===== src/rtl/sensor_clock_pkg.sv =====
// Shared constants and types for the sensor clock divider and its host
package sensor_clock_pkg;
	localparam int DIV_SEL_WIDTH = 2;
	localparam logic [1:0] DIV_SEL_RESET = 2'h0;
	localparam int DIV_COUNT_WIDTH = 4;
	localparam logic [7:0] PRESET_REQUIRED = 8'h1E;
	localparam logic [7:0] PRESET_RESET = 8'h00;
	localparam int SYNC_LEAD_PIXELS = 5;
	localparam int QUIET_CYCLES = 16;
	localparam logic [4:0] QUIET_COUNT = 5'h10;
	localparam int FRAME_PIXELS = 1024;
	typedef enum logic [1:0] {
		DIV_BY_2,
		DIV_BY_4,
		DIV_BY_8,
		DIV_BY_16
	} div_sel_type;
	typedef enum {
		HOST_IDLE,
		HOST_PRE,
		HOST_SEND,
		HOST_POST
	} host_state_type;
endpackage


===== src/rtl/sensor_clock_if.sv =====
// Link between the host controller and the sensor clock block
`timescale 1ns/1ps
interface sensor_clock_if;
	logic       oscillatorInputEn;
	logic       frameSyncInput;
	logic       systemResetN;
	logic       writeStrobe;
	logic [1:0] writeDivSel;
	logic       writePreset;
	logic [7:0] writePresetValue;
	logic       busActive;
	modport device (
		input oscillatorInputEn,
		input frameSyncInput,
		input systemResetN,
		input writeStrobe,
		input writeDivSel,
		input writePreset,
		input writePresetValue,
		input busActive
	);
	modport host (
		output oscillatorInputEn,
		output frameSyncInput,
		output systemResetN,
		output writeStrobe,
		output writeDivSel,
		output writePreset,
		output writePresetValue,
		output busActive
	);
endinterface


===== src/rtl/sensor_clock_divider_sync.sv =====
// Sensor end: pixel clock divider with frame-sync resynchronisation
`timescale 1ns/1ps
module sensor_clock_divider_sync #(
	parameter int FRAME_PIXELS = sensor_clock_pkg::FRAME_PIXELS,
	parameter int LEAD_PIXELS  = sensor_clock_pkg::SYNC_LEAD_PIXELS
) (
	input  wire logic        clk,
	input  wire logic        rst,
	sensor_clock_if.device   link,
	output logic             pixelEnable,
	output logic             timingReset,
	output logic             frameStart,
	output logic [1:0]       activeDivSel,
	output logic [7:0]       pixelCounterPreset,
	output logic             exposurePendingFlags,
	output logic [15:0]      pixelCount
);
	logic                                     anyReset;
	logic                                     syncMeta;
	logic                                     syncStable;
	logic                                     syncLast;
	logic [1:0]                               pendingDivSel;
	logic [sensor_clock_pkg::DIV_COUNT_WIDTH-1:0] divCount;
	logic [sensor_clock_pkg::DIV_COUNT_WIDTH-1:0] divLast;
	logic                                     endOfFrame;
	logic                                     syncRise;
	logic                                     divWrap;
	logic [15:0]                              lastPixel;
	logic [15:0]                              syncLoadPoint;

	// ********************************
	// Reset and frame-sync capture
	// ********************************
	// Pin reset taken on the clock, like rst
	assign anyReset = rst | ~link.systemResetN;

	// First flop feeds only the second one
	always_ff @(posedge clk) begin
		if (anyReset) begin
			syncMeta <= 1'b0;
		end else begin
			syncMeta <= link.frameSyncInput;
		end
	end

	always_ff @(posedge clk) begin
		if (anyReset) begin
			syncStable <= 1'b0;
		end else begin
			syncStable <= syncMeta;
		end
	end

	// Low after reset, matching the idle pin, so no false edge
	always_ff @(posedge clk) begin
		if (anyReset) begin
			syncLast <= 1'b0;
		end else begin
			syncLast <= syncStable;
		end
	end

	// ********************************
	// Frame-sync edge
	// ********************************
	assign syncRise = syncStable & ~syncLast;

	always_ff @(posedge clk) begin
		if (anyReset) begin
			timingReset <= 1'b0;
		end else begin
			timingReset <= syncRise;
		end
	end

	// ********************************
	// Divide select and pending flag
	// ********************************
	always_ff @(posedge clk) begin
		if (anyReset) begin
			pendingDivSel <= sensor_clock_pkg::DIV_SEL_RESET;
		end else if (link.writeStrobe) begin
			pendingDivSel <= link.writeDivSel;
		end
	end

	// Latest write wins until the frame swaps it in
	// Deferred so a frame never mixes two pixel rates
	always_ff @(posedge clk) begin
		if (anyReset) begin
			activeDivSel <= sensor_clock_pkg::DIV_SEL_RESET;
		end else if (frameStart) begin
			activeDivSel <= pendingDivSel;
		end
	end

	// Write in the frame-start cycle wins over the clear
	always_ff @(posedge clk) begin
		if (anyReset) begin
			exposurePendingFlags <= 1'b0;
		end else if (link.writeStrobe) begin
			exposurePendingFlags <= 1'b1;
		end else if (frameStart) begin
			exposurePendingFlags <= 1'b0;
		end
	end

	// ********************************
	// Preset register
	// ********************************
	// Only held here; the load point is fixed by LEAD_PIXELS
	always_ff @(posedge clk) begin
		if (anyReset) begin
			pixelCounterPreset <= sensor_clock_pkg::PRESET_RESET;
		end else if (link.writePreset) begin
			pixelCounterPreset <= link.writePresetValue;
		end
	end

	// ********************************
	// Divider
	// ********************************
	// Terminal count is the divisor minus one
	always_comb begin
		unique case (sensor_clock_pkg::div_sel_type'(activeDivSel))
			sensor_clock_pkg::DIV_BY_2:  divLast = 4'h1;
			sensor_clock_pkg::DIV_BY_4:  divLast = 4'h3;
			sensor_clock_pkg::DIV_BY_8:  divLast = 4'h7;
			sensor_clock_pkg::DIV_BY_16: divLast = 4'hF;
		endcase
	end

	// ********************************
	// Divide counter
	// ********************************
	// Wraps on a smaller divisor too, when the select drops mid count
	assign divWrap = (divCount >= divLast);

	// Counts only while the oscillator runs; gated clock input modelled as enable
	always_ff @(posedge clk) begin
		if (anyReset || timingReset) begin
			divCount <= '0;
		end else if (link.oscillatorInputEn) begin
			if (divWrap) begin
				divCount <= '0;
			end else begin
				divCount <= divCount + 4'h1;
			end
		end
	end

	// ********************************
	// Pixel clock enable
	// ********************************
	// Held low in the sync pulse so no pixel straddles the reload
	assign pixelEnable = link.oscillatorInputEn && (divCount == divLast) && !timingReset;

	// ********************************
	// Frame timing position
	// ********************************
	assign lastPixel     = 16'(FRAME_PIXELS - 1);
	assign syncLoadPoint = 16'(FRAME_PIXELS - LEAD_PIXELS);
	assign endOfFrame    = (pixelCount == lastPixel);

	// Sync point sits LEAD_PIXELS before the frame wraps
	always_ff @(posedge clk) begin
		if (anyReset) begin
			pixelCount <= '0;
		end else if (timingReset) begin
			pixelCount <= syncLoadPoint;
		end else if (pixelEnable) begin
			if (endOfFrame) begin
				pixelCount <= '0;
			end else begin
				pixelCount <= pixelCount + 16'h0001;
			end
		end
	end

	// ********************************
	// Frame start
	// ********************************
	// Registered so the divide select swaps on a clean edge
	always_ff @(posedge clk) begin
		if (anyReset) begin
			frameStart <= 1'b0;
		end else begin
			frameStart <= pixelEnable & endOfFrame & ~timingReset;
		end
	end
endmodule


===== src/flat_wrapper.sv =====
// flat-port wrapper written by rule: the top's interface ports become plain ports
module sensor_clock_divider_sync_flat 
#(
	parameter int FRAME_PIXELS = sensor_clock_pkg::FRAME_PIXELS,
	parameter int LEAD_PIXELS  = sensor_clock_pkg::SYNC_LEAD_PIXELS
)
  (clk, rst, pixelEnable, timingReset, frameStart, activeDivSel, pixelCounterPreset, exposurePendingFlags, pixelCount, link_oscillatorInputEn, link_frameSyncInput, link_systemResetN, link_writeStrobe, link_writeDivSel, link_writePreset, link_writePresetValue, link_busActive);
  sensor_clock_if link_i ();
  input  wire logic clk;
  input  wire logic rst;
  output logic pixelEnable;
  output logic timingReset;
  output logic frameStart;
  output logic [1:0] activeDivSel;
  output logic [7:0] pixelCounterPreset;
  output logic exposurePendingFlags;
  output logic [15:0] pixelCount;
  input wire logic [$bits(link_i.oscillatorInputEn)-1:0] link_oscillatorInputEn;
  input wire logic [$bits(link_i.frameSyncInput)-1:0] link_frameSyncInput;
  input wire logic [$bits(link_i.systemResetN)-1:0] link_systemResetN;
  input wire logic [$bits(link_i.writeStrobe)-1:0] link_writeStrobe;
  input wire logic [$bits(link_i.writeDivSel)-1:0] link_writeDivSel;
  input wire logic [$bits(link_i.writePreset)-1:0] link_writePreset;
  input wire logic [$bits(link_i.writePresetValue)-1:0] link_writePresetValue;
  input wire logic [$bits(link_i.busActive)-1:0] link_busActive;
  assign link_i.oscillatorInputEn = link_oscillatorInputEn;
  assign link_i.frameSyncInput = link_frameSyncInput;
  assign link_i.systemResetN = link_systemResetN;
  assign link_i.writeStrobe = link_writeStrobe;
  assign link_i.writeDivSel = link_writeDivSel;
  assign link_i.writePreset = link_writePreset;
  assign link_i.writePresetValue = link_writePresetValue;
  assign link_i.busActive = link_busActive;
  sensor_clock_divider_sync #(.FRAME_PIXELS(FRAME_PIXELS), .LEAD_PIXELS(LEAD_PIXELS)) u_core (.clk(clk), .rst(rst), .link(link_i), .pixelEnable(pixelEnable), .timingReset(timingReset), .frameStart(frameStart), .activeDivSel(activeDivSel), .pixelCounterPreset(pixelCounterPreset), .exposurePendingFlags(exposurePendingFlags), .pixelCount(pixelCount));
endmodule

===== config.mk =====
export PLATFORM = sky130hd
export DESIGN_NAME = sensor_clock_divider_sync_flat
export DESIGN_NICKNAME = d
export VERILOG_FILES = /design/src/rtl/sensor_clock_pkg.sv /design/src/rtl/sensor_clock_if.sv /design/src/rtl/sensor_clock_divider_sync.sv /design/src/flat_wrapper.sv
export SDC_FILE = /design/constraint.sdc
export NUM_CORES = 1
export LEC_CHECK = 0
export BUFFER_PORTS_ARGS = -buffer_cell sky130_fd_sc_hd__buf_2
export CAP_MARGIN = 20
export CORE_ASPECT_RATIO = 0.5
export CORE_MARGIN = 4
export CORE_UTILIZATION = 50
export CTS_CLUSTER_DIAMETER = 60
export DETAILED_ROUTE_END_ITERATION = 6
export PLACE_DENSITY = 0.77
export REMOVE_ABC_BUFFERS = 1
export SLEW_MARGIN = 20
export SYNTH_ARGS = -nofsm -noshare
export SYNTH_HDL_FRONTEND = slang
export SYNTH_SLANG_ARGS = --single-unit

===== constraint.sdc =====
create_clock -name clk -period 2.7 [get_ports clk]
set_clock_uncertainty 0.05 [all_clocks]
set_input_delay 0.135 -clock clk [delete_from_list [all_inputs] [get_ports clk]]
set_output_delay 0.135 -clock clk [all_outputs]
set_load 0.005 [all_outputs]

==> flow_summary.yaml, run 1 <==
worst_setup_path:
  r2r_end: "u_core.pixelCount[11]"
  max_stage_delay_ns: 0.53
  cp.arrival_ns: 2.20
  crit_chain: "nor2_1 > ha_1 > and4_4 > nand3b_4 > or4_1 > a21oi_1"
  crit_fanout: 9
  cp_data_required_time_ns: 2.87
  reg2reg_slack_ns: 0.67
  critical_path_class: "register to register"
  cp_slowest_cell: "or4_1"
  reg2reg_depth: 6
  cp-end-kind: "register"
  r2r-start: "u_core.activeDivSel[0]"
  worstSetupStartpointType: "register"
run_status:
  outcome: "finished, final reports clean"
cts:
  clkTransAtPathRegs_ns: 0.07
  clockRootBuffer: "clkbuf_8"
  tritoncts: "done"
  htreeDepth: 2
  clk_latency_ns: 0.28
  postCtsSetupBuffers: 0
  cts_max_path_buffers: 2
  cts_sinks: 38
  post_cts_resized: 0
  numCtsBuffers: 5
min_path:
  worst_hold_path_type: "input port to register"
  hp-start: "link_writePresetValue[6]"
  whs_path_depth: 3
  hold-path-endpoint: "u_core.pixelCounterPreset[6]"
global_routing:
  grt_max_degree: 18
  gr-total-overflow: 0
  grt_pass1_vias: 1505
  grt_usage_pct: 18.56
  antenna_found_initial: 0
  grt_pass1_wl_mm: 6.934
drt:
  wire_per_inst_um: 14.12
  drtPass1Iterations: 4
  final_antenna_net_count: 0
  routed_wl_mm: 4.052
  vias: 1632
  vias_per_cell: 5.686
  drc: 0
  dr.first_iter.drc_count: 83
power_and_ir_drop:
  ir_worst_vdd_mv: 0.3786
  p_seq_share_pct: 52.0
  power_density_nw_per_um2: 517.3
  power.internal_uw: 870.7
  p_leak_nw: 0.9025
  comb_power_share_pct: 5.8
  power.switching_uw: 232.9
  switching_share_pct: 21.10
  clockPowerShare_pct: 42.2
synthesis:
  yosys.cell_types.count: 41
  synth_area_um2: 1767
  ys.flop_type: "dfxtp_1"
  synth.yosys.seq_area_share_pct: 43.06
  synthCells: 191
  synth-edff-count: 0
  ys_async_sr_fraction_pct: 0
  syn_area_per_cell_um2: 9.250
  ys_ff_latch: 38
  synth_warnings: 0
cells_and_area:
  final_cell_mix: "46 x buf_2, 38 x dfxtp_1, 22 x nor2_1"
  area_delta_synth_final_pct: 20.75
  diodes: 0
  final_common_cell: "buf_2"
  drive_above_1_share_pct: 25.10
  nets: 261
  final_area_um2: 2133
floorplanning:
  die_area_um2: 4606
  die_h_um: 50.03
  boundaryPins: 48
  start_util_pct: 55.42
  num_rows: 14
  die_w_um: 92.07
  coreArea_um2: 3188
place:
  dp_hpwl_mm: 2.943
  place_congestion: 0.8494
  port_buffers: 46
  placed_cell_area_um2: 2014
timing:
  slew_violations: 0
  rsz0062_at_grt: "no"
  fin_crit_ns: 2.034
  tns_ns: 0
  finalHoldViolCount: 0
  setup_viol: 0
  relSlewSlack_pct: 62.65
  timing.fmax_mhz: 491.6
  final.period_utilization_pct: 75.33
  worst_pin_slew_ns: 0.5565
  hold_slack_ns: 0.03882
job:
  drv_cap: 0
worst max-delay path, delay by kind of cell (launching register included):
| kind | cells | cell delay, ns |
|---|---|---|
| adder cells (fa/ha/maj) | 1 | 0.29 |
| flip-flops | 1 | 0.38 |
| AO/OA/AOI/OAI | 1 | 0.15 |
| AND/OR/NAND/NOR | 4 | 1.08 |
flip-flops by register name, summed over array words and instances (netlist names):
signal,flops
u_core.activeDivSel,2
u_core.syncLast,1
u_core.pendingDivSel,2
u_core.pixelCounterPreset,8
u_core.syncMeta,1
u_core.exposurePendingFlags,1
u_core.divCount,4
u_core.pixelCount,16
u_core.timingReset,1
u_core.frameStart,1
u_core.syncStable,1
cells in the mapped netlist (2+ instances only):
master    number  area [µm²]
o211ai_1       3       22.52
nor3_1         2       10.01
or4_1          6       45.04
or4b_1         2       20.02
nand2_1       10       37.54
nor2_1        22       82.58
and4_1         3       26.28
inv_1          3       11.26
o21a_1         2       15.01
a31oi_1        2       12.51
a21oi_1       17       85.08
and3_1         3       18.77
and2_1         5       31.28
xor2_1         3       26.28
xnor2_1        3       26.28
nor3b_1        2       15.01
o31ai_1        5       37.54
nor2b_1        2       12.51
nor4_1         2       12.51
nand4b_1       2       17.52
ha_1           5       62.56
clkbuf_1       4       15.01
mux2i_1       13       130.1
nand4_1        9       56.30
dfxtp_1       38       760.7
nand3_1        8       40.04
logic make-up after synthesis:
family	after synthesis	share of synthesized area, %
DFF	38	43.06
AOI/OAI and AO/OA	33	11.26
and+or+nand+nor	84	27.90
muxes	13	7.365
xor gates and xnor gates	6	2.975
adders and majority gates	5	3.541
buffers and inverters	12	3.894
layout make-up:
class / instances / area (µm²)
clock buffers: 5 / 68.82
clock inverters: 3 / 40.04
fillers: 268 / 1055
inverters: 3 / 11.26
multi-input cells: 141 / 937.1
flip-flops and latches: 38 / 760.7
well taps: 48 / 60.06
repair buffers: 49 / 255.2
how the worst max path moves through the flow:
stage	from	end	slack [ns]	cells after the start
floorplan	u_core.activeDivSel[1]	u_core.pixelCount[11]	0.83	6
global placement	u_core.activeDivSel[1]	u_core.pixelCount[13]	0.76	6
detailed placement	u_core.activeDivSel[1]	u_core.pixelCount[11]	0.69	6
CTS	u_core.activeDivSel[1]	u_core.pixelCount[13]	0.68	6
global route	u_core.activeDivSel[0]	u_core.pixelCount[13]	0.53	6
finish	u_core.activeDivSel[0]	u_core.pixelCount[11]	0.67	6
stage by stage:
stage	power [mW]	util, %	std cells	setup WS (ns)
after floorplan	0.6186	-	182	0.8343
after global placement	0.6469	63.19	278	0.7555
after detailed placement	0.6500	63.19	278	0.6923
after CTS	1.117	66.92	287	0.6830
after global routing	1.154	66.92	287	0.5266
final	1.104	66.92	287	0.6660
power groups by stage:
| stage | Clock, mW | Sequential [mW] | Combinational (mW) |
|---|---|---|---|
| 2_1_floorplan | 0 | 0.587 | 0.0320 |
| 5_1_grt | 0.508 | 0.575 | 0.0714 |
| 6_report | 0.465 | 0.574 | 0.0642 |
| 3_5_place_dp | 0 | 0.587 | 0.0632 |
| 4_1_cts | 0.479 | 0.574 | 0.0645 |
| 3_3_place_gp | 0 | 0.586 | 0.0607 |
per-layer routing:
| layer | wire, µm | up-vias | global-route usage, % |
|---|---|---|---|
| li1 | - | 798 | - |
| met1 | 1790 | 763 | 23.01 |
| met2 | 1918 | 64 | 30.92 |
| met3 | 298 | 7 | 6.839 |
| met4 | 44 | 0 | 4.187 |
| met5 | 0 | - | 0 |
timing repair:
item,in CTS,in global routing
endpoints found under the setup margin,0,0
hold buffers,1,0
endpoints found under the hold margin,1,0
Power figures use the tool's default switching activity.
==> run 2: changes to the inputs <==
--- a/config.mk
+++ b/config.mk
@@ -5,14 +5,15 @@
 export SDC_FILE = /design/constraint.sdc
 export NUM_CORES = 1
 export LEC_CHECK = 0
+export ABC_AREA = 1
 export BUFFER_PORTS_ARGS = -buffer_cell sky130_fd_sc_hd__buf_2
 export CAP_MARGIN = 20
 export CORE_ASPECT_RATIO = 0.5
 export CORE_MARGIN = 4
-export CORE_UTILIZATION = 50
+export CORE_UTILIZATION = 47
 export CTS_CLUSTER_DIAMETER = 60
 export DETAILED_ROUTE_END_ITERATION = 6
-export PLACE_DENSITY = 0.77
+export PLACE_DENSITY = 0.75
 export REMOVE_ABC_BUFFERS = 1
 export SLEW_MARGIN = 20
 export SYNTH_ARGS = -nofsm -noshare
==> constraint.sdc (replaced) <==
create_clock -name clk -period 1.6 [get_ports clk]
set_clock_uncertainty 0.05 [all_clocks]
set_input_delay 0.08 -clock clk [delete_from_list [all_inputs] [get_ports clk]]
set_output_delay 0.08 -clock clk [all_outputs]
set_load 0.005 [all_outputs]
==> flow_summary.yaml, run 2 <==
global_routing:
  antenna_found_initial: 0
  grt_use_met1_pct: 25.38
  grt_max_degree: 25
  grt_usage_pct: 21.40
  gr-total-overflow: 0
  grt_util_met2_pct: 37.14
  grt_pass1_wl_mm: 8.231
  met3_usage_pct: 6.358
  grt_pass1_vias: 1862
  busiest_layer: "met2"
place:
  placed_cell_area_um2: 2181
  port_buffers: 46
  place_congestion: 0.8297
  dp_hpwl_mm: 3.083
worst_setup_path:
  crit_fanout: 4
  worstSetupStartpointType: "register"
  r2r-start: "u_core.activeDivSel[1]"
  crit_start: "u_core.activeDivSel[1]"
  worstSetupEndpoint: "pixelEnable"
  cp_data_required_time_ns: 1.47
  cp-end-kind: "primary output"
  crit_chain: "inv_2 > ha_4 > nand3_4 > nor3_4 > buf_4 > buf_6"
  reg2reg_slack_ns: -0.02
  cp_slowest_cell: "dfxtp_4"
  critical_path_class: "register to primary output"
  reg2reg_depth: 9
  cp.arrival_ns: 1.52
  r2r_end: "u_core.pixelCount[2]"
  max_stage_delay_ns: 0.39
timing:
  worst_slack_ns: -0.04718
  hold_slack_ns: 0.005417
  setup_viol: 2
  worst_pin_slew_ns: 0.3058
  finalHoldViolCount: 0
  slew_violations: 0
  timing.fmax_mhz: 607.1
  relSlewSlack_pct: 79.58
  fin_crit_ns: 1.647
  final.period_utilization_pct: 102.9
  rsz0062_at_grt: "yes"
synthesis:
  synthCells: 264
  synth.yosys.seq_area_share_pct: 41.82
  ys_top_cells_by_count: "72 x nand2_1, 38 x dfxtp_1, 38 x nor2_1"
  ys_async_sr_fraction_pct: 0
  synth_warnings: 0
  ys_top_cells_by_area: "dfxtp_1 42%, nand2_1 15%, nor2_1 7.8%, a21oi_1 6.9%, inv_1 5.6%"
  synth-edff-count: 0
  synth_top_area_share_pct: 41.82
  yosys.cell_types.count: 23
  ys.flop_type: "dfxtp_1"
  synth.most_common_cell: "nand2_1"
  yosysTopAreaCell: "dfxtp_1"
  ys_ff_latch: 38
  synth_area_um2: 1819
  syn_area_per_cell_um2: 6.891
power_and_ir_drop:
  ir_worst_vdd_mv: 0.5544
  finalPower_mw: 1.909
  power_density_nw_per_um2: 745.0
  p_leak_nw: 1.189
cells_and_area:
  regMostFlops: "u_core.pixelCount"
  final_area_um2: 2562
  reg.largest.list: "u_core.pixelCount: 16 flops, u_core.pixelCounterPreset: 8 flops, u_core.divCount: 4 flops"
  final_common_cell: "nand2_1"
  nets: 363
  diodes: 0
  final_cell_mix: "68 x nand2_1, 45 x buf_2, 36 x dfxtp_1"
  largest_reg_flops: 16
  area_delta_synth_final_pct: 40.85
  drive_above_1_share_pct: 29.91
min_path:
  worst_hold_path_type: "input port to register"
cts:
  clkTransAtPathRegs_ns: 0.07
  htreeDepth: 2
  cts_sinks: 38
  clk_latency_ns: 0.29
  clockRootBuffer: "clkbuf_8"
  numCtsBuffers: 5
  tritoncts: "done"
  cts_max_path_buffers: 2
drt:
  wire_per_inst_um: 12.76
  vias: 1965
  final_antenna_net_count: 0
  dr.first_iter.drc_count: 103
  routed_wl_mm: 5.002
  drtPass1Iterations: 5
  vias_per_cell: 5.013
  drc: 0
run_status:
  outcome: "complete, but fails checks"
  violations: "setup timing"
floorplanning:
  boundaryPins: 48
  start_util_pct: 51.02
  die_h_um: 52.00
  die_w_um: 95.99
  num_rows: 15
  coreArea_um2: 3566
  die_area_um2: 4991
job:
  drv_cap: 0
-- run 2: cell count changes after synthesis, moves of 6 or more --
| cell | delta |
|---|---|
| a21oi_1 | +8 |
| nor2_1 | +16 |
| nor2_2 | +6 |
| nand2_1 | +62 |
| mux2i_1 | -13 |
| inv_1 | +24 |
| or4_1 | -6 |
| o21ai_0 | +7 |
| nand3_1 | +11 |
-- run 2: critical path: cells and delay by family (launching register included) --
| kind | cells | cell delay, ns |
|---|---|---|
| fa+ha+maj | 1 | 0.29 |
| buf+inv | 3 | 0.30 |
| flops | 1 | 0.39 |
| simple gates | 2 | 0.25 |
-- run 2: cells by family (layout without fill, tap and decap cells) --
kind of cell	after synthesis	count (layout)	share of synthesized area, %
AND/OR/NAND/NOR	150	150	36.25
XOR/XNOR	2	2	0.9630
buffers and inverters	34	111	7.634
AO/OA/AOI/OAI	35	35	9.904
flip-flops	38	38	41.82
adder cells (fa/ha/maj)	5	5	3.439
-- run 2: stage by stage --
step | std cells | utilization [%] | setup TNS, ns | setup slack, ns
3_5_place_dp | 369 | 61.16 | -0.1803 | -0.04408
6_report | 392 | 71.86 | -0.06250 | -0.04718
5_1_grt | 392 | 71.86 | -1.104 | -0.1046
3_3_place_gp | 369 | 61.16 | 0 | 0.01195
2_1_floorplan | 259 | - | -0.1957 | -0.1072
4_1_cts | 390 | 68.95 | -0.03627 | -0.02172
-- run 2: worst min-delay path by stage --
stage / start / end / slack [ns] / cells past startpoint
floorplan: link_frameSyncInput / u_core.syncMeta / 0.14 / 2
global placement: link_frameSyncInput / u_core.syncMeta / 0.24 / 3
detailed placement: link_frameSyncInput / u_core.syncMeta / 0.25 / 3
CTS: link_writeStrobe / u_core.exposurePendingFlags / 0.0007 / 3
global route: link_writeStrobe / u_core.pendingDivSel[1] / 0.02 / 3
finish: link_writeStrobe / u_core.exposurePendingFlags / 0.005 / 3
-- run 2: routing by layer --
metal | part of all wire [%] | wire length (µm)
met4 | 1.8 | 90
met2 | 49 | 2430
met3 | 7.4 | 372
met1 | 42 | 2108
met5 | 0 | 0
-- run 2: final cells by class --
type,instances,area (µm²)
clock buffer,7,76.32
timing repair buffer,74,489.2
multi-input combinational,192,1023
inverter,29,111.4
tap,51,63.81
fill,266,1003
sequential,38,768.2
clock inverter,1,30.03
-- run 2: timing repair --
action                                 in CTS  in global routing
gates resized for setup                     9                 26
setup buffers                               2                  2
pin swaps                                   3                 12
hold buffers                               11                  0
setup endpoints to repair                  14                 22
endpoints found under the hold margin      11                  0
-- run 2: where the power goes --
part / switching [mW] / internal, mW
clock network: 0.328 / 0.466
registers: 0.00978 / 0.955
logic: 0.0765 / 0.0727
total: 0.414 / 1.49
